File: src/inc/bus_master_unit_cfg.svh
`ifndef BUS_MASTER_UNIT_CFG_SVH
`define BUS_MASTER_UNIT_CFG_SVH
// ----------------------------------------
// register indices (byte address is four times the index)
// ----------------------------------------
`define BUS_MASTER_UNIT_IDX_ADDR 8'hf4
`define BUS_MASTER_UNIT_IDX_CTRL 8'hf5
`define BUS_MASTER_UNIT_IDX_BUF 8'hf6
`define BUS_MASTER_UNIT_IDX_TP 8'hf7
`define BUS_MASTER_UNIT_RST_ADDR 8'h00
`define BUS_MASTER_UNIT_RST_BUF 8'h00
`define BUS_MASTER_UNIT_RST_TP 8'h01
// ----------------------------------------
// control bits on write
// ----------------------------------------
`define BUS_MASTER_UNIT_C_SRST 7
`define BUS_MASTER_UNIT_C_FILT 6
`define BUS_MASTER_UNIT_C_HS 4
`define BUS_MASTER_UNIT_C_ACK 3
`define BUS_MASTER_UNIT_C_STOP 2
`define BUS_MASTER_UNIT_C_START 1
`define BUS_MASTER_UNIT_C_RUN 0
// ----------------------------------------
// status bits on read
// ----------------------------------------
`define BUS_MASTER_UNIT_S_BUS_BUSY_FLAG 6
`define BUS_MASTER_UNIT_S_IDLE 5
`define BUS_MASTER_UNIT_S_ARB 4
`define BUS_MASTER_UNIT_S_DNACK 3
`define BUS_MASTER_UNIT_S_ANACK 2
`define BUS_MASTER_UNIT_S_ERR 1
`define BUS_MASTER_UNIT_S_BUSY 0
// ----------------------------------------
// timing
// ----------------------------------------
`define BUS_MASTER_UNIT_SCL_DIV 8
`define BUS_MASTER_UNIT_QUARTERS 4
`define BUS_MASTER_UNIT_CLK_MHZ 50
`define BUS_MASTER_UNIT_FILT_NS 50
`define BUS_MASTER_UNIT_FILT_CYC ((`BUS_MASTER_UNIT_FILT_NS * `BUS_MASTER_UNIT_CLK_MHZ + 999) / 1000)
`define BUS_MASTER_UNIT_MCODE 8'h08
`define BUS_MASTER_UNIT_ACK_BIT 4'h8
`endif

File: src/inc/bus_master_unit_pkg.sv
package bus_master_unit_pkg;
  typedef enum logic [1:0] {ST_IDLE, ST_START, ST_BYTE, ST_STOP} bus_master_unit_state_t;
  typedef enum logic [1:0] {MD_IDLE, MD_TX, MD_RX} bus_master_unit_mode_t;
  typedef struct packed {
    logic valid;
    logic start;
    logic xfer;
    logic rx;
    logic ack;
    logic stop;
    logic hs;
  } bus_master_unit_op_t;
  typedef struct packed {
    logic arb;
    logic dnack;
    logic anack;
    logic err;
  } bus_master_unit_flags_t;
endpackage

File: src/bus_master_unit_master.sv
// Behaviour
// - scl period is eight times (setting plus one) system clock periods
// - address register holds 7-bit target address above, direction in bit 0
// - buffered byte goes out msb first on the next send
// - buffer read returns the byte of the last receive
// - control writes command bits; reads return bus and master status
// - soft reset clears machine and registers, then clears itself
// - optional filter drops pulses under 50 ns on both lines
// - idle status reads one while the master is idle
// - busy status set while transmitting or receiving
// - bus busy set by start, cleared by stop on the bus
// - error set on address nack, data nack or lost arbitration
// - address nack flag set when address gets no acknowledge
// - data nack flag set when sent data gets no acknowledge
// - arbitration lost flag set when arbitration is lost
// - arbitration and clock synchronisation for multi-master buses
// - start bit gives start from idle, repeated start when owning bus
// - stop bit ends with stop unless address or sent data gets a nack, otherwise bus kept for a burst
// - interrupt on completion or abort of a command
// - ack bit acknowledges received bytes, clear gives a nack
// - idle send command gives start, address, data, optional stop
// - idle receive commands; ack together with stop is illegal
// - high-speed command sends master code and enters high-speed mode
// - unlisted command combinations do nothing, except run alone in receiver mode, which receives the next byte
// - run alone in transmitter mode sends the next byte
`include "bus_master_unit_cfg.svh"
`default_nettype none
module bus_master_unit_master #(
  parameter int FILT_CYC = `BUS_MASTER_UNIT_FILT_CYC
) (
  input wire logic CLK_SYS,
  input wire logic SRST,
  input wire logic PSEL,
  input wire logic PENABLE,
  input wire logic PWRITE,
  input wire logic [9:0] PADDR,
  input wire logic [31:0] PWDATA,
  output logic [31:0] PRDATA,
  output logic PREADY,
  output logic PSLVERR,
  input wire logic SCL_IN,
  output logic SCL_OUT,
  output logic SCL_OE,
  input wire logic SDA_IN,
  output logic SDA_OUT,
  output logic SDA_OE,
  output logic DONE_IRQ,
  output logic HS_MODE
);
  // ----------------------------------------
  // register decode
  // ----------------------------------------
  function automatic logic [2:0] reg_sel(input logic [9:0] a);
    reg_sel = 3'h0;
    if (a[9:2] == `BUS_MASTER_UNIT_IDX_ADDR) reg_sel = 3'h4;
    if (a[9:2] == `BUS_MASTER_UNIT_IDX_CTRL) reg_sel = 3'h5;
    if (a[9:2] == `BUS_MASTER_UNIT_IDX_BUF) reg_sel = 3'h6;
    if (a[9:2] == `BUS_MASTER_UNIT_IDX_TP) reg_sel = 3'h7;
  endfunction

  logic soft_rst;
  logic rst;
  logic [7:0] addr_dir;
  logic [7:0] tx_byte;
  logic [7:0] rx_byte;
  logic [7:0] period;
  logic filt_en;
  logic wr;
  logic [2:0] wsel;
  bus_master_unit_pkg::bus_master_unit_state_t state;
  bus_master_unit_pkg::bus_master_unit_mode_t mode;
  bus_master_unit_pkg::bus_master_unit_op_t op;
  bus_master_unit_pkg::bus_master_unit_op_t next_op;
  bus_master_unit_pkg::bus_master_unit_flags_t flags;
  logic bus_busy;
  logic [7:0] status;

  assign rst = SRST | soft_rst;
  assign PREADY = 1'b1;
  assign wr = PSEL & PENABLE & PWRITE;
  assign wsel = reg_sel(PADDR);

  always_ff @(posedge CLK_SYS)
  begin
    if (SRST)
      soft_rst <= 1'b0;
    else
      soft_rst <= wr && wsel == 3'h5 && PWDATA[`BUS_MASTER_UNIT_C_SRST];
  end

  always_ff @(posedge CLK_SYS)
  begin
    if (rst)
    begin
      addr_dir <= `BUS_MASTER_UNIT_RST_ADDR;
      tx_byte <= `BUS_MASTER_UNIT_RST_BUF;
      period <= `BUS_MASTER_UNIT_RST_TP;
      filt_en <= 1'b0;
    end
    else if (wr)
    begin
      if (wsel == 3'h4) addr_dir <= PWDATA[7:0];
      if (wsel == 3'h6) tx_byte <= PWDATA[7:0];
      if (wsel == 3'h7) period <= PWDATA[7:0];
      if (wsel == 3'h5) filt_en <= PWDATA[`BUS_MASTER_UNIT_C_FILT];
    end
  end

  always_comb
  begin
    status = 8'h00;
    status[`BUS_MASTER_UNIT_S_BUS_BUSY_FLAG] = bus_busy;
    status[`BUS_MASTER_UNIT_S_IDLE] = mode == bus_master_unit_pkg::MD_IDLE;
    status[`BUS_MASTER_UNIT_S_ARB] = flags.arb;
    status[`BUS_MASTER_UNIT_S_DNACK] = flags.dnack;
    status[`BUS_MASTER_UNIT_S_ANACK] = flags.anack;
    status[`BUS_MASTER_UNIT_S_ERR] = flags.err;
    status[`BUS_MASTER_UNIT_S_BUSY] = state != bus_master_unit_pkg::ST_IDLE;
  end

  // read data is captured in the setup cycle so the access phase needs no wait
  always_ff @(posedge CLK_SYS)
  begin
    if (SRST)
    begin
      PRDATA <= 32'h0;
      PSLVERR <= 1'b0;
    end
    else if (PSEL && !PENABLE)
    begin
      PSLVERR <= wsel == 3'h0;
      case (wsel)
        3'h4: PRDATA <= {24'h0, addr_dir};
        3'h5: PRDATA <= {24'h0, status};
        3'h6: PRDATA <= {24'h0, rx_byte};
        3'h7: PRDATA <= {24'h0, period};
        default: PRDATA <= 32'h0;
      endcase
    end
  end

  // ----------------------------------------
  // line synchronisers and glitch filter
  // ----------------------------------------
  logic [1:0] line_in;
  logic [1:0] line_f;
  logic [1:0] line_q;
  assign line_in = {SDA_IN, SCL_IN};

  genvar g;
  generate
    for (g = 0; g < 2; g++)
    begin : gl
      logic [2:0] sync;
      logic synced;
      logic [7:0] stable_cnt;
      always_ff @(posedge CLK_SYS)
      begin
        if (rst)
        begin
          sync <= 3'h7;
          synced <= 1'b1;
          stable_cnt <= 8'h00;
          line_f[g] <= 1'b1;
        end
        else
        begin
          sync <= {sync[1:0], line_in[g]};
          if (sync[1] == sync[2])
            synced <= sync[2];
          if (synced == line_f[g])
            stable_cnt <= 8'h00;
          else
            stable_cnt <= stable_cnt + 8'h01;
          // shorter pulses never reach the count and are dropped
          if (synced != line_f[g] && (!filt_en || stable_cnt >= 8'(FILT_CYC - 1)))
            line_f[g] <= synced;
        end
      end
    end
  endgenerate

  wire scl_f = line_f[0];
  wire sda_f = line_f[1];

  always_ff @(posedge CLK_SYS)
  begin
    if (rst)
    begin
      line_q <= 2'h3;
      bus_busy <= 1'b0;
    end
    else
    begin
      line_q <= line_f;
      if (scl_f && line_q[0] && line_q[1] && !sda_f)
        bus_busy <= 1'b1;
      else if (scl_f && line_q[0] && !line_q[1] && sda_f)
        bus_busy <= 1'b0;
    end
  end

  // ----------------------------------------
  // command decode
  // ----------------------------------------
  always_comb
  begin
    logic [7:0] c;
    logic own;
    c = PWDATA[7:0];
    own = mode != bus_master_unit_pkg::MD_IDLE;
    next_op = '0;
    next_op.start = c[`BUS_MASTER_UNIT_C_START];
    next_op.ack = c[`BUS_MASTER_UNIT_C_ACK];
    next_op.stop = c[`BUS_MASTER_UNIT_C_STOP];
    next_op.xfer = c[`BUS_MASTER_UNIT_C_RUN];
    next_op.rx = c[`BUS_MASTER_UNIT_C_START] ? addr_dir[0] : mode == bus_master_unit_pkg::MD_RX;
    if (c[`BUS_MASTER_UNIT_C_HS])
    begin
      // only the plain master code request from idle is accepted
      next_op.valid = !own && c[3:0] == 4'h1 && !addr_dir[0];
      next_op.hs = 1'b1;
      next_op.start = 1'b1;
      next_op.xfer = 1'b0;
      next_op.stop = 1'b0;
    end
    else if (c[`BUS_MASTER_UNIT_C_START])
      next_op.valid = c[`BUS_MASTER_UNIT_C_RUN];
    else if (own)
      next_op.valid = c[`BUS_MASTER_UNIT_C_RUN] | c[`BUS_MASTER_UNIT_C_STOP];
    if (next_op.rx && next_op.xfer && next_op.ack && next_op.stop)
      next_op.valid = 1'b0;
    if (state != bus_master_unit_pkg::ST_IDLE)
      next_op.valid = 1'b0;
  end

  // ----------------------------------------
  // bit engine
  // ----------------------------------------
  logic [9:0] qcnt;
  logic [1:0] qph;
  logic [3:0] bit_idx;
  logic [7:0] shift;
  logic is_addr;
  logic scl_low;
  logic sda_low;
  logic tick;
  logic stall;
  logic [9:0] qlen;

  assign qlen = 10'((`BUS_MASTER_UNIT_SCL_DIV / `BUS_MASTER_UNIT_QUARTERS) * (period + 10'h1));
  // waiting here for scl to rise lets slower masters or slaves stretch the clock
  assign stall = qph == 2'h2 && !scl_low && !scl_f;
  assign tick = qcnt == 10'h0 && !stall;

  assign SCL_OUT = 1'b0;
  assign SDA_OUT = 1'b0;
  assign SCL_OE = scl_low;
  assign SDA_OE = sda_low;

  always_ff @(posedge CLK_SYS)
  begin
    if (rst)
      qcnt <= 10'h0;
    else if (state == bus_master_unit_pkg::ST_IDLE || tick)
      qcnt <= qlen - 10'h1;
    else if (qcnt != 10'h0)
      qcnt <= qcnt - 10'h1;
  end

  always_ff @(posedge CLK_SYS)
  begin
    if (rst)
    begin
      state <= bus_master_unit_pkg::ST_IDLE;
      mode <= bus_master_unit_pkg::MD_IDLE;
      op <= '0;
      flags <= '0;
      qph <= 2'h0;
      bit_idx <= 4'h0;
      shift <= 8'h00;
      is_addr <= 1'b0;
      scl_low <= 1'b0;
      sda_low <= 1'b0;
      rx_byte <= `BUS_MASTER_UNIT_RST_BUF;
      DONE_IRQ <= 1'b0;
      HS_MODE <= 1'b0;
    end
    else
    begin
      DONE_IRQ <= 1'b0;
      case (state)
        bus_master_unit_pkg::ST_IDLE:
        begin
          if (wr && wsel == 3'h5 && next_op.valid && !PWDATA[`BUS_MASTER_UNIT_C_SRST])
          begin
            op <= next_op;
            flags <= '0;
            qph <= 2'h0;
            bit_idx <= 4'h0;
            if (next_op.start)
              state <= bus_master_unit_pkg::ST_START;
            else if (next_op.xfer)
            begin
              state <= bus_master_unit_pkg::ST_BYTE;
              is_addr <= 1'b0;
              shift <= next_op.rx ? 8'hff : tx_byte;
            end
            else
              state <= bus_master_unit_pkg::ST_STOP;
          end
        end
        bus_master_unit_pkg::ST_START:
        begin
          if (tick)
          begin
            qph <= qph + 2'h1;
            case (qph)
              2'h0: sda_low <= 1'b0;
              2'h1: scl_low <= 1'b0;
              2'h2:
              begin
                if (!sda_f)
                begin
                  // someone else holds data low: give the bus up
                  state <= bus_master_unit_pkg::ST_IDLE;
                  mode <= bus_master_unit_pkg::MD_IDLE;
                  flags <= 4'b1001;
                  DONE_IRQ <= 1'b1;
                end
                else
                  sda_low <= 1'b1;
              end
              default:
              begin
                scl_low <= 1'b1;
                state <= bus_master_unit_pkg::ST_BYTE;
                is_addr <= 1'b1;
                bit_idx <= 4'h0;
                shift <= op.hs ? `BUS_MASTER_UNIT_MCODE : addr_dir;
              end
            endcase
          end
        end
        bus_master_unit_pkg::ST_BYTE:
        begin
          if (tick)
          begin
            qph <= qph + 2'h1;
            case (qph)
              2'h0:
              begin
                if (bit_idx == `BUS_MASTER_UNIT_ACK_BIT)
                  sda_low <= (op.rx && !is_addr) ? op.ack : 1'b0;
                else
                  sda_low <= (op.rx && !is_addr) ? 1'b0 : !shift[7];
              end
              2'h1: scl_low <= 1'b0;
              2'h2: ;
              default:
              begin
                scl_low <= 1'b1;
                bit_idx <= bit_idx + 4'h1;
                if (bit_idx != `BUS_MASTER_UNIT_ACK_BIT)
                begin
                  shift <= {shift[6:0], sda_f};
                  if (!sda_low && !sda_f && !(op.rx && !is_addr))
                  begin
                    state <= bus_master_unit_pkg::ST_IDLE;
                    mode <= bus_master_unit_pkg::MD_IDLE;
                    scl_low <= 1'b0;
                    sda_low <= 1'b0;
                    flags <= 4'b1001;
                    DONE_IRQ <= 1'b1;
                  end
                end
                else
                begin
                  bit_idx <= 4'h0;
                  if (is_addr && op.hs)
                  begin
                    // master code is never acknowledged
                    state <= bus_master_unit_pkg::ST_IDLE;
                    mode <= bus_master_unit_pkg::MD_TX;
                    HS_MODE <= 1'b1;
                    DONE_IRQ <= 1'b1;
                  end
                  else if (is_addr && sda_f)
                  begin
                    // bus kept so software can follow with a stop
                    state <= bus_master_unit_pkg::ST_IDLE;
                    mode <= op.rx ? bus_master_unit_pkg::MD_RX : bus_master_unit_pkg::MD_TX;
                    flags <= 4'b0011;
                    DONE_IRQ <= 1'b1;
                  end
                  else if (is_addr)
                  begin
                    is_addr <= 1'b0;
                    shift <= op.rx ? 8'hff : tx_byte;
                  end
                  else
                  begin
                    if (op.rx)
                      rx_byte <= shift;
                    if (!op.rx && sda_f)
                      flags <= 4'b0101;
                    if (op.stop && !(!op.rx && sda_f))
                      state <= bus_master_unit_pkg::ST_STOP;
                    else
                    begin
                      state <= bus_master_unit_pkg::ST_IDLE;
                      mode <= op.rx ? bus_master_unit_pkg::MD_RX : bus_master_unit_pkg::MD_TX;
                      DONE_IRQ <= 1'b1;
                    end
                  end
                end
              end
            endcase
          end
        end
        bus_master_unit_pkg::ST_STOP:
        begin
          if (tick)
          begin
            qph <= qph + 2'h1;
            case (qph)
              2'h0:
              begin
                scl_low <= 1'b1;
                sda_low <= 1'b1;
              end
              2'h1: scl_low <= 1'b0;
              2'h2: sda_low <= 1'b0;
              default:
              begin
                state <= bus_master_unit_pkg::ST_IDLE;
                mode <= bus_master_unit_pkg::MD_IDLE;
                HS_MODE <= 1'b0;
                DONE_IRQ <= 1'b1;
              end
            endcase
          end
        end
        default: state <= bus_master_unit_pkg::ST_IDLE;
      endcase
    end
  end
  // error flag is the or of the three causes, set with them above
endmodule
`default_nettype wire

File: config.mk
export PLATFORM = sky130hd
export DESIGN_NAME = bus_master_unit_master
export DESIGN_NICKNAME = d
export VERILOG_FILES = /design/src/inc/bus_master_unit_pkg.sv /design/src/bus_master_unit_master.sv
export VERILOG_INCLUDE_DIRS = /design/src /design/src/inc
export SDC_FILE = /design/constraint.sdc
export NUM_CORES = 1
export LEC_CHECK = 0
export BUFFER_PORTS_ARGS = -buffer_cell sky130_fd_sc_hd__buf_2
export CAP_MARGIN = 5
export CORE_MARGIN = 5
export CORE_UTILIZATION = 60
export CTS_BUF_LIST = sky130_fd_sc_hd__clkbuf_2 sky130_fd_sc_hd__clkbuf_4 sky130_fd_sc_hd__clkbuf_8
export DETAILED_ROUTE_END_ITERATION = 8
export PLACE_DENSITY_LB_ADDON = 0.1
export SETUP_SLACK_MARGIN = 0.4
export SYNTH_ARGS = -nofsm -noshare
export SYNTH_HDL_FRONTEND = slang
export SYNTH_SLANG_ARGS = --single-unit
File: constraint.sdc
create_clock -name CLK_SYS -period 6.1 [get_ports CLK_SYS]
set_input_delay 1.22 -clock CLK_SYS [delete_from_list [all_inputs] [get_ports CLK_SYS]]
set_output_delay 1.22 -clock CLK_SYS [all_outputs]
set_load 0.01 [all_outputs]
==> flow_summary.json, run 1 <==
{
  "clk_pin_slew_ns": 0.07,
  "start_kind": "primary input",
  "viasPerCell": 5.875,
  "hpwl_mm": 10.28,
  "avgRoutedWirePerCell_um": 16.70,
  "hold_viol": 0,
  "cp_max_fo": 12,
  "antenna_cells": 0,
  "min_path_type": "reg -> reg",
  "powerDensity_nw_per_um2": 282.4,
  "dieHeight_um": 110.1,
  "numClockSinks": 113,
  "vias": 5076,
  "fillers": 850,
  "grt_pass1_wl_mm": 23.92,
  "timing.final.crit_share_pct": 53.38,
  "cts_tree": "yes",
  "worstSetupPathType": "in -> reg",
  "setup_viol_count_final": 0,
  "ys_warn_count": 0,
  "ios": 89,
  "drc_errors": 0,
  "ys_seq_area_share_pct": 37.65,
  "fin_nets": 783,
  "maxSlewHeadroom_pct": 24.26,
  "syn_avg_cell_area_um2": 8.498,
  "core_area_um2": 9774,
  "track_usage_pct": 25.68,
  "timing.fmax_mhz": 307.1,
  "end_kind": "flip-flop",
  "skew_ns": 0.008786,
  "chipWidth_um": 110.1,
  "min_period_ns": 3.256,
  "root_buffer": "clkbuf_8",
  "dp_worst_setup_slack_ns": 2.452,
  "power_leakage_nw": 2.565,
  "die_area_um2": 12120,
  "whs_ns": 0.4097,
  "peakVddDrop_v": 0.0001831,
  "routabilityCongestion": 0.8897,
  "grt_pass1_vias": 4936,
  "arrival_ns": 3.64,
  "synthArstFlopShare_pct": 0,
  "routed_wl_mm": 14.43,
  "syn_to_final_growth_pct": 8.017,
  "syn_area_um2": 6008,
  "first_iter_violations": 364,
  "synth_seq_cells": 113,
  "grt_max_degree": 57,
  "setup_tns_ns": 0,
  "drv_slew": 0,
  "drive_gt1_share_pct": 12.45,
  "drtPass1Iterations": 5,
  "clk_latency_ns": 0.45,
  "post_cts_buffers": 0,
  "place.port_buffers": 35,
  "start_util_pct": 61.47,
  "fin_ws_ns": 2.844,
  "antenna_left": 0,
  "cts_hold_buf": 0,
  "synth_cells": 707,
  "cap_violations": 0,
  "synth_cell_type_count": 64,
  "rows": 36,
  "cts_buffer_depth": 2,
  "grt_antenna_before_repair": 0,
  "cts_max_level": 4,
  "synth-edff-count": 0,
  "worst_pin_slew_ns": 1.136,
  "rsz0062_at_grt": "no",
  "outcome": "complete, no violations",
  "cts_resized": 0,
  "grt.overflow.total": 0,
  "worstPathRequired_ns": 6.48,
  "ys.flop_type": "dfxtp_1",
  "numCtsBuffers": 17
}
[final cells by class]
class	instances	area (um^2)	area share, %
Inverter	20	75.07	1.157
Tap cell	133	166.4	2.564
Clock inverter	12	131.4	2.024
Sequential cell	113	2262	34.86
Multi-Input combinational cell	529	3396	52.32
Clock buffer	20	269.0	4.145
Timing Repair Buffer	37	190.2	2.930
[placed cells by master, fill, tap and decap left out, drive strengths merged, types with 4 or more instances in the layout]
master    count
nor2        114
dfxtp       113
nand2        62
mux2i        55
buf          37
a21oi        30
conb         27
inv          23
o21ai        22
clkbuf       20
or3          18
ha           16
xor2         15
nand3        15
nor3         12
o2111ai      11
xnor2        10
o211ai        9
a22oi         9
nor4          8
a31oi         7
and3          7
mux4          7
nand4         6
or2           5
nor2b         5
a211oi        5
or4           5
nor3b         4
and2          4
o31ai         4
nand2b        4
clkinvlp      4
[worst paths after layout]
path	slack, ns	endpoint	cells past startpoint	start
setup reg to reg	3.15	qph[1]$_SDFFE_PP0P_	8	qcnt[0]$_SDFFE_PP0P_
setup / recovery	2.84	shift[5]$_SDFFE_PP0P_	8	PADDR[2]
hold / removal	0.41	gl[1].sync[1]$_SDFF_PP1_	1	gl[1].sync[0]$_SDFF_PP1_
hold reg to reg	0.41	gl[1].sync[1]$_SDFF_PP1_	1	gl[1].sync[0]$_SDFF_PP1_
[critical path, cell delays in order]
cell,delay (ns)
buf_2,0.28
nand4b_1,0.14
or4_4,0.50
o41ai_4,0.49
nand3_2,0.28
nor3b_1,0.27
buf_4,0.24
mux2i_1,0.20
[where the power goes]
part	internal, mW	total (mW)	leakage, nW	switching, mW
sequential	0.756	0.774	0.913	0.0172
combinational	0.122	0.350	1.46	0.228
clock	0.390	0.709	0.195	0.320
total	1.27	1.83	2.56	0.565
[through the flow]
stage | instances | cell area, um^2 | power [mW] | utilization, %
2_1_floorplan | 732 | 6102 | 1.068 | -
3_3_place_gp | 832 | 6090 | 1.128 | 62.30
3_5_place_dp | 832 | 6090 | 1.132 | 62.30
4_1_cts | 864 | 6490 | 1.844 | 66.40
5_1_grt | 864 | 6490 | 1.922 | 66.40
6_report | 864 | 6490 | 1.833 | 66.40
[state kept, by name, indices dropped and copies added, names as in the netlist, 6 cells and up]
signal	flops
gl.stable_cnt	16
qcnt	10
period	8
addr_dir	8
shift	8
PRDATA	8
rx_byte	8
gl.sync	6
tx_byte	8
[layer usage]
layer / vias up / GRT usage [%] / routed length [um]
li1: 2458 / - / -
met1: 2440 / 32.58 / 6394
met2: 150 / 40.34 / 6872
met3: 28 / 8.096 / 852
met4: 0 / 10.69 / 306
met5: - / 0 / 0
[synth_stat cells, types with 3 or more instances]
library cell  count  share of area (%)
dfxtp_1         113                 38
nor2_1          113                7.1
nand2_1          62                3.9
mux2i_1          55                9.2
clkbuf_1         36                2.2
a21oi_1          30                2.5
buf_4            28                3.5
inv_1            20                1.2
o21ai_0          20                1.7
or3_1            18                1.9
ha_1             16                3.3
xor2_1           15                2.2
nand3_1          14                1.2
nor3_1           12                1.0
o2111ai_1        11                1.6
xnor2_1          10                1.5
a22oi_1           9                1.1
o211ai_1          9                1.1
a31oi_1           7               0.73
and3_1            7               0.73
mux4_2            7                2.6
nand4_1           6               0.62
nor4_1            6               0.62
a211oi_1          5               0.62
nor2b_1           5               0.52
or2_2             5               0.52
and2_1            4               0.42
nand2b_1          4               0.42
nor3b_1           4               0.50
o31ai_1           4               0.50
or4_1             4               0.50
buf_1             3               0.19
buf_2             3               0.25
nand4b_1          3               0.44
[logic make-up after synthesis]
family,after synthesis,share of synthesized area [%]
mux,62,11.79
flops,113,37.65
buf+inv,90,7.434
xor+xnor,25,3.644
fa+ha+maj,16,3.332
other cells,2,0.1250
simple gates,281,22.68
compound gates,118,13.35
(Power assumes the default switching activity.)
==> inputs of run 2 (changes only) <==
CORE_UTILIZATION = 59   (was 60)
clock period = 3.4 ns   (was 6.1 ns; I/O delays follow)
==> flow_summary.json, run 2 (same netlist as run 1, synthesis figures left out) <==
{
  "outcome": "complete, no violations",
  "grt.overflow.total": 0,
  "cts_buffer_depth": 2,
  "largest_reg_flops": 16,
  "first_iter_violations": 447,
  "grtUsageMet2_pct": 36.77,
  "switching_power_mw": 1.011,
  "drc_errors": 0,
  "pwr-share-comb_pct": 19.0,
  "peakVddDrop_v": 0.0003740,
  "clk_pin_slew_ns": 0.08,
  "p_sw_share_pct": 29.66,
  "whs_ns": 0.4125,
  "startpoint": "qcnt[0]$_SDFFE_PP0P_",
  "cap_violations": 0,
  "grt_pass1_vias": 4877,
  "powerDensity_nw_per_um2": 517.6,
  "timing.fmax_mhz": 364.7,
  "intPower_mw": 2.399,
  "maxSlewHeadroom_pct": 38.36,
  "drv_slew": 0,
  "hold_viol": 0,
  "timing.final.crit_share_pct": 80.64,
  "drtPass1Iterations": 5,
  "crit-reg2reg-launch": "qcnt[0]$_SDFFE_PP0P_",
  "cts_resized": 0,
  "cts_max_level": 4,
  "numClockSinks": 113,
  "ios": 89,
  "met1_usage_pct": 31.33,
  "numCtsBuffers": 17,
  "instances_no_fill": 872,
  "cts_tree": "yes",
  "root_buffer": "clkbuf_8",
  "grt_antenna_before_repair": 0,
  "antenna_cells": 0,
  "antenna_left": 0,
  "worst_pin_slew_ns": 0.9175,
  "power_frac_clock_pct": 40.3,
  "routabilityCongestion": 0.8944,
  "routed_wl_mm": 14.23,
  "start_kind": "flip-flop",
  "placed_area_um2": 6150,
  "skew_ns": 0.01404,
  "post_cts_buffers": 0,
  "hold_path.startpoint": "gl[1].sync[0]$_SDFF_PP1_",
  "start_util_pct": 60.91,
  "grt_busiest_layer": "met2",
  "cts_hold_buf": 0,
  "dp.cells": 840,
  "avgRoutedWirePerCell_um": 16.32,
  "power_leakage_nw": 2.626,
  "min_path_type": "reg -> reg",
  "clk_latency_ns": 0.44,
  "worstSetupPathType": "reg -> reg",
  "use_met3_pct": 5.731,
  "finalInstanceArea_um2": 6589,
  "arrival_ns": 3.11,
  "cp_max_fo": 10,
  "hpwl_mm": 10.16,
  "worstPathRequired_ns": 3.77,
  "total_power_mw": 3.410,
  "setup_viol_count_final": 0,
  "reg_top3": "gl.stable_cnt (16), qcnt (10)",
  "chipWidth_um": 110.9,
  "core_area_um2": 9864,
  "fin_nets": 791,
  "setup_tns_ns": 0,
  "min_period_ns": 2.742,
  "grt_pass1_wl_mm": 23.72,
  "p_seq_share_pct": 40.7,
  "rsz0062_at_grt": "no",
  "end_kind": "flip-flop",
  "mostFrequentLayoutCells": "dfxtp_1, nor2_1, nand2_1",
  "rows": 36,
  "grt_max_degree": 24,
  "vias": 5079,
  "die_area_um2": 12300,
  "layout_commonest_cell": "dfxtp_1",
  "viasPerCell": 5.825,
  "track_usage_pct": 23.42,
  "dieHeight_um": 110.9,
  "top_register": "gl.stable_cnt",
  "place.port_buffers": 35,
  "drive_gt1_share_pct": 13.40,
  "syn_to_final_growth_pct": 9.663
}
==> run 2: final cells by class <==
type / instances / area, um^2
clock buffer: 21 / 289.0
multi-input combinational: 529 / 3396
sequential: 113 / 2262
timing repair buffer: 45 / 250.2
fill: 821 / 3276
tap: 133 / 166.4
clock inverter: 11 / 150.1
inverter: 20 / 75.07
==> run 2: final timing paths <==
kind | end | slack, ns | depth (start not counted)
min | gl[1].sync[1]$_SDFF_PP1_ | 0.41 | 1
max reg2reg | shift[2]$_SDFFE_PP0P_ | 0.66 | 9
min reg2reg | gl[1].sync[1]$_SDFF_PP1_ | 0.41 | 1
max | shift[2]$_SDFFE_PP0P_ | 0.66 | 9
==> run 2: through the flow <==
stage	setup slack, ns	utilization (%)
2_1_floorplan	0.7892	-
3_3_place_gp	0.3245	62.34
3_5_place_dp	0.2862	62.34
4_1_cts	0.6600	66.79
5_1_grt	0.5147	66.79
6_report	0.6583	66.79
==> run 2: per-layer routing <==
layer / share of wire [%] / wire, um
met5: 0 / 0
met3: 6.0 / 848
met4: 2.1 / 298
met2: 46 / 6519
met1: 46 / 6567
==> run 2: worst max-delay path: stages, from the launching register on <==
cell and delay [ns]:
dfxtp_1 0.34, inv_1 0.06, ha_1 0.20, or4b_1 0.63
nor4_1 0.32, o22a_1 0.22, nand3_2 0.19, nor3b_1 0.25
buf_4 0.24, mux2i_1 0.21
==> run 2: power by group through the flow <==
| stage | logic (mW) | clock network, mW | registers [mW] |
|---|---|---|---|
| after global placement | 0.628 | 0 | 1.41 |
| after floorplan | 0.504 | 0 | 1.41 |
| after CTS | 0.637 | 1.39 | 1.39 |
| after global routing | 0.709 | 1.46 | 1.39 |
| final | 0.648 | 1.38 | 1.39 |
| after detailed placement | 0.633 | 0 | 1.42 |
==> inputs of run 3 (changes only) <==
clock period = 2.53 ns   (was 3.4 ns; I/O delays follow)
==> flow_summary.json, run 3 (same netlist as run 1, synthesis figures left out) <==
{
  "clk_pin_slew_ns": 0.07,
  "peakVddDrop_v": 0.0005032,
  "hold_path.startpoint": "SCL_IN",
  "worstPathRequired_ns": 2.88,
  "cts_buffer_depth": 2,
  "grt_max_degree": 32,
  "utilization_pct": 73.17,
  "skew_ns": 0.01177,
  "grt_antenna_before_repair": 0,
  "dieHeight_um": 110.9,
  "min_period_ns": 2.460,
  "track_usage_pct": 26.07,
  "drv_slew": 0,
  "maxSlewHeadroom_pct": 46.96,
  "whs_ns": 0.2603,
  "fin_nets": 835,
  "largest_reg_flops": 16,
  "rrSetupSlack_ns": 0.07,
  "dp_worst_setup_slack_ns": -0.1254,
  "core_area_um2": 9864,
  "numClockSinks": 113,
  "drtPass1Iterations": 5,
  "hold_depth": 2,
  "start_util_pct": 60.91,
  "whs_endpoint": "gl[0].sync[0]$_SDFF_PP1_",
  "r2r_cells": 11,
  "antenna_left": 0,
  "drc_errors": 0,
  "outcome": "complete, no violations",
  "grt_pass1_wl_mm": 26.46,
  "arrival_ns": 2.81,
  "ios": 89,
  "mostFrequentLayoutCells": "nor2_1, dfxtp_1, nand2_1",
  "root_buffer": "clkbuf_8",
  "routabilityCongestion": 0.8979,
  "crit-reg2reg-launch": "qcnt[0]$_SDFFE_PP0P_",
  "grt.overflow.total": 0,
  "layout_commonest_cell": "nor2_1",
  "cts_tree": "yes",
  "numCtsBuffers": 17,
  "end_kind": "flip-flop",
  "power_leakage_nw": 2.893,
  "worstSetupPathType": "reg -> reg",
  "chipWidth_um": 110.9,
  "syn_to_final_growth_pct": 20.14,
  "die_area_um2": 12300,
  "reg_top3": "gl.stable_cnt (16), qcnt (10)",
  "vias": 5410,
  "drive_gt1_share_pct": 22.41,
  "hold_viol": 0,
  "cp_max_fo": 6,
  "routed_wl_mm": 16.13,
  "cts_max_level": 4,
  "clk_latency_ns": 0.43,
  "reg2reg_to": "qcnt[3]$_SDFFE_PP0P_",
  "timing.fmax_mhz": 406.5,
  "place.port_buffers": 35,
  "top_register": "gl.stable_cnt",
  "min_path_type": "in -> reg",
  "rsz0062_at_grt": "yes",
  "fin_ws_ns": 0.07004,
  "cap_violations": 0,
  "grt_pass1_vias": 5441,
  "start_kind": "flip-flop",
  "viasPerCell": 5.919,
  "setup_tns_ns": 0,
  "setup_viol_count_final": 0,
  "avgRoutedWirePerCell_um": 17.65,
  "powerDensity_nw_per_um2": 686.1,
  "antenna_cells": 0,
  "first_iter_violations": 500,
  "rows": 36,
  "timing.final.crit_share_pct": 97.23,
  "hpwl_mm": 11.25,
  "worst_pin_slew_ns": 0.7956
}
==> run 3: changes by cell type in the layout (fill, tap and decap cells not counted), sizes merged <==
cell	delta
inv	-3
buf	+44
bufinv	-1
clkinvlp	-2
clkbuf	+4
==> run 3: how the worst max path moves through the flow <==
| stage | from | to | slack [ns] | cells past startpoint |
|---|---|---|---|---|
| finish | qcnt[0]$_SDFFE_PP0P_ | qcnt[3]$_SDFFE_PP0P_ | 0.07 | 11 |
| global route | qcnt[0]$_SDFFE_PP0P_ | qcnt[3]$_SDFFE_PP0P_ | -0.04 | 11 |
| CTS | qcnt[0]$_SDFFE_PP0P_ | mode[1]$_SDFFE_PP0P_ | 0.11 | 8 |
| detailed placement | PADDR[5] | bit_idx[0]$_SDFFE_PP0P_ | -0.13 | 8 |
| global placement | PADDR[5] | bit_idx[0]$_SDFFE_PP0P_ | -0.12 | 8 |
| floorplan | PADDR[5] | bit_idx[2]$_SDFFE_PP0P_ | 0.11 | 6 |
==> run 3: power by group <==
group,internal [mW],total (mW),switching (mW)
Clock,1.04,1.72,0.683
Sequential,1.83,1.87,0.0454
Combinational,0.605,1.36,0.753
==> run 3: critical path, cell delays in order, from the launching register on <==
cell and delay (ns):
dfxtp_2 0.33, inv_2 0.07, ha_4 0.13, or4b_4 0.51
buf_4 0.16, buf_6 0.11, or3_4 0.40, o21ai_4 0.22
buf_12 0.14, buf_4 0.13, a22oi_1 0.08, nor2_1 0.11
==> run 3: repair_timing <==
| action | 4_1_cts | 5_1_grt |
|---|---|---|
| hold buffers | 0 | 0 |
| pin swaps | 6 | 14 |
| setup endpoints to repair | 43 | 45 |
| setup buffers | 12 | 7 |
| gates resized for setup | 27 | 24 |
==> run 3: cell type report <==
type	count	area (um^2)
inverter	20	75.07
clock buffer	25	331.6
clock inverter	5	75.07
fill	751	2646
timing repair buffer	89	646.9
sequential	113	2268
multi-input combinational	529	3655
tap	133	166.4
==> run 3: stage by stage <==
stage | power (mW) | instance area (um^2) | cells
after global routing | 5.160 | 7218 | 914
after floorplan | 2.644 | 6191 | 732
after CTS | 4.805 | 7051 | 907
after global placement | 2.863 | 6410 | 865
after detailed placement | 2.895 | 6410 | 865
final | 4.953 | 7218 | 914
==> run 3: per-layer routing <==
| metal | track usage, % | up-vias | routed length, um |
|---|---|---|---|
| li1 | - | 2562 | - |
| met1 | 32.62 | 2604 | 6842 |
| met2 | 44.26 | 204 | 7956 |
| met3 | 5.186 | 40 | 943 |
| met4 | 9.852 | 0 | 388 |
| met5 | 0 | - | 0 |
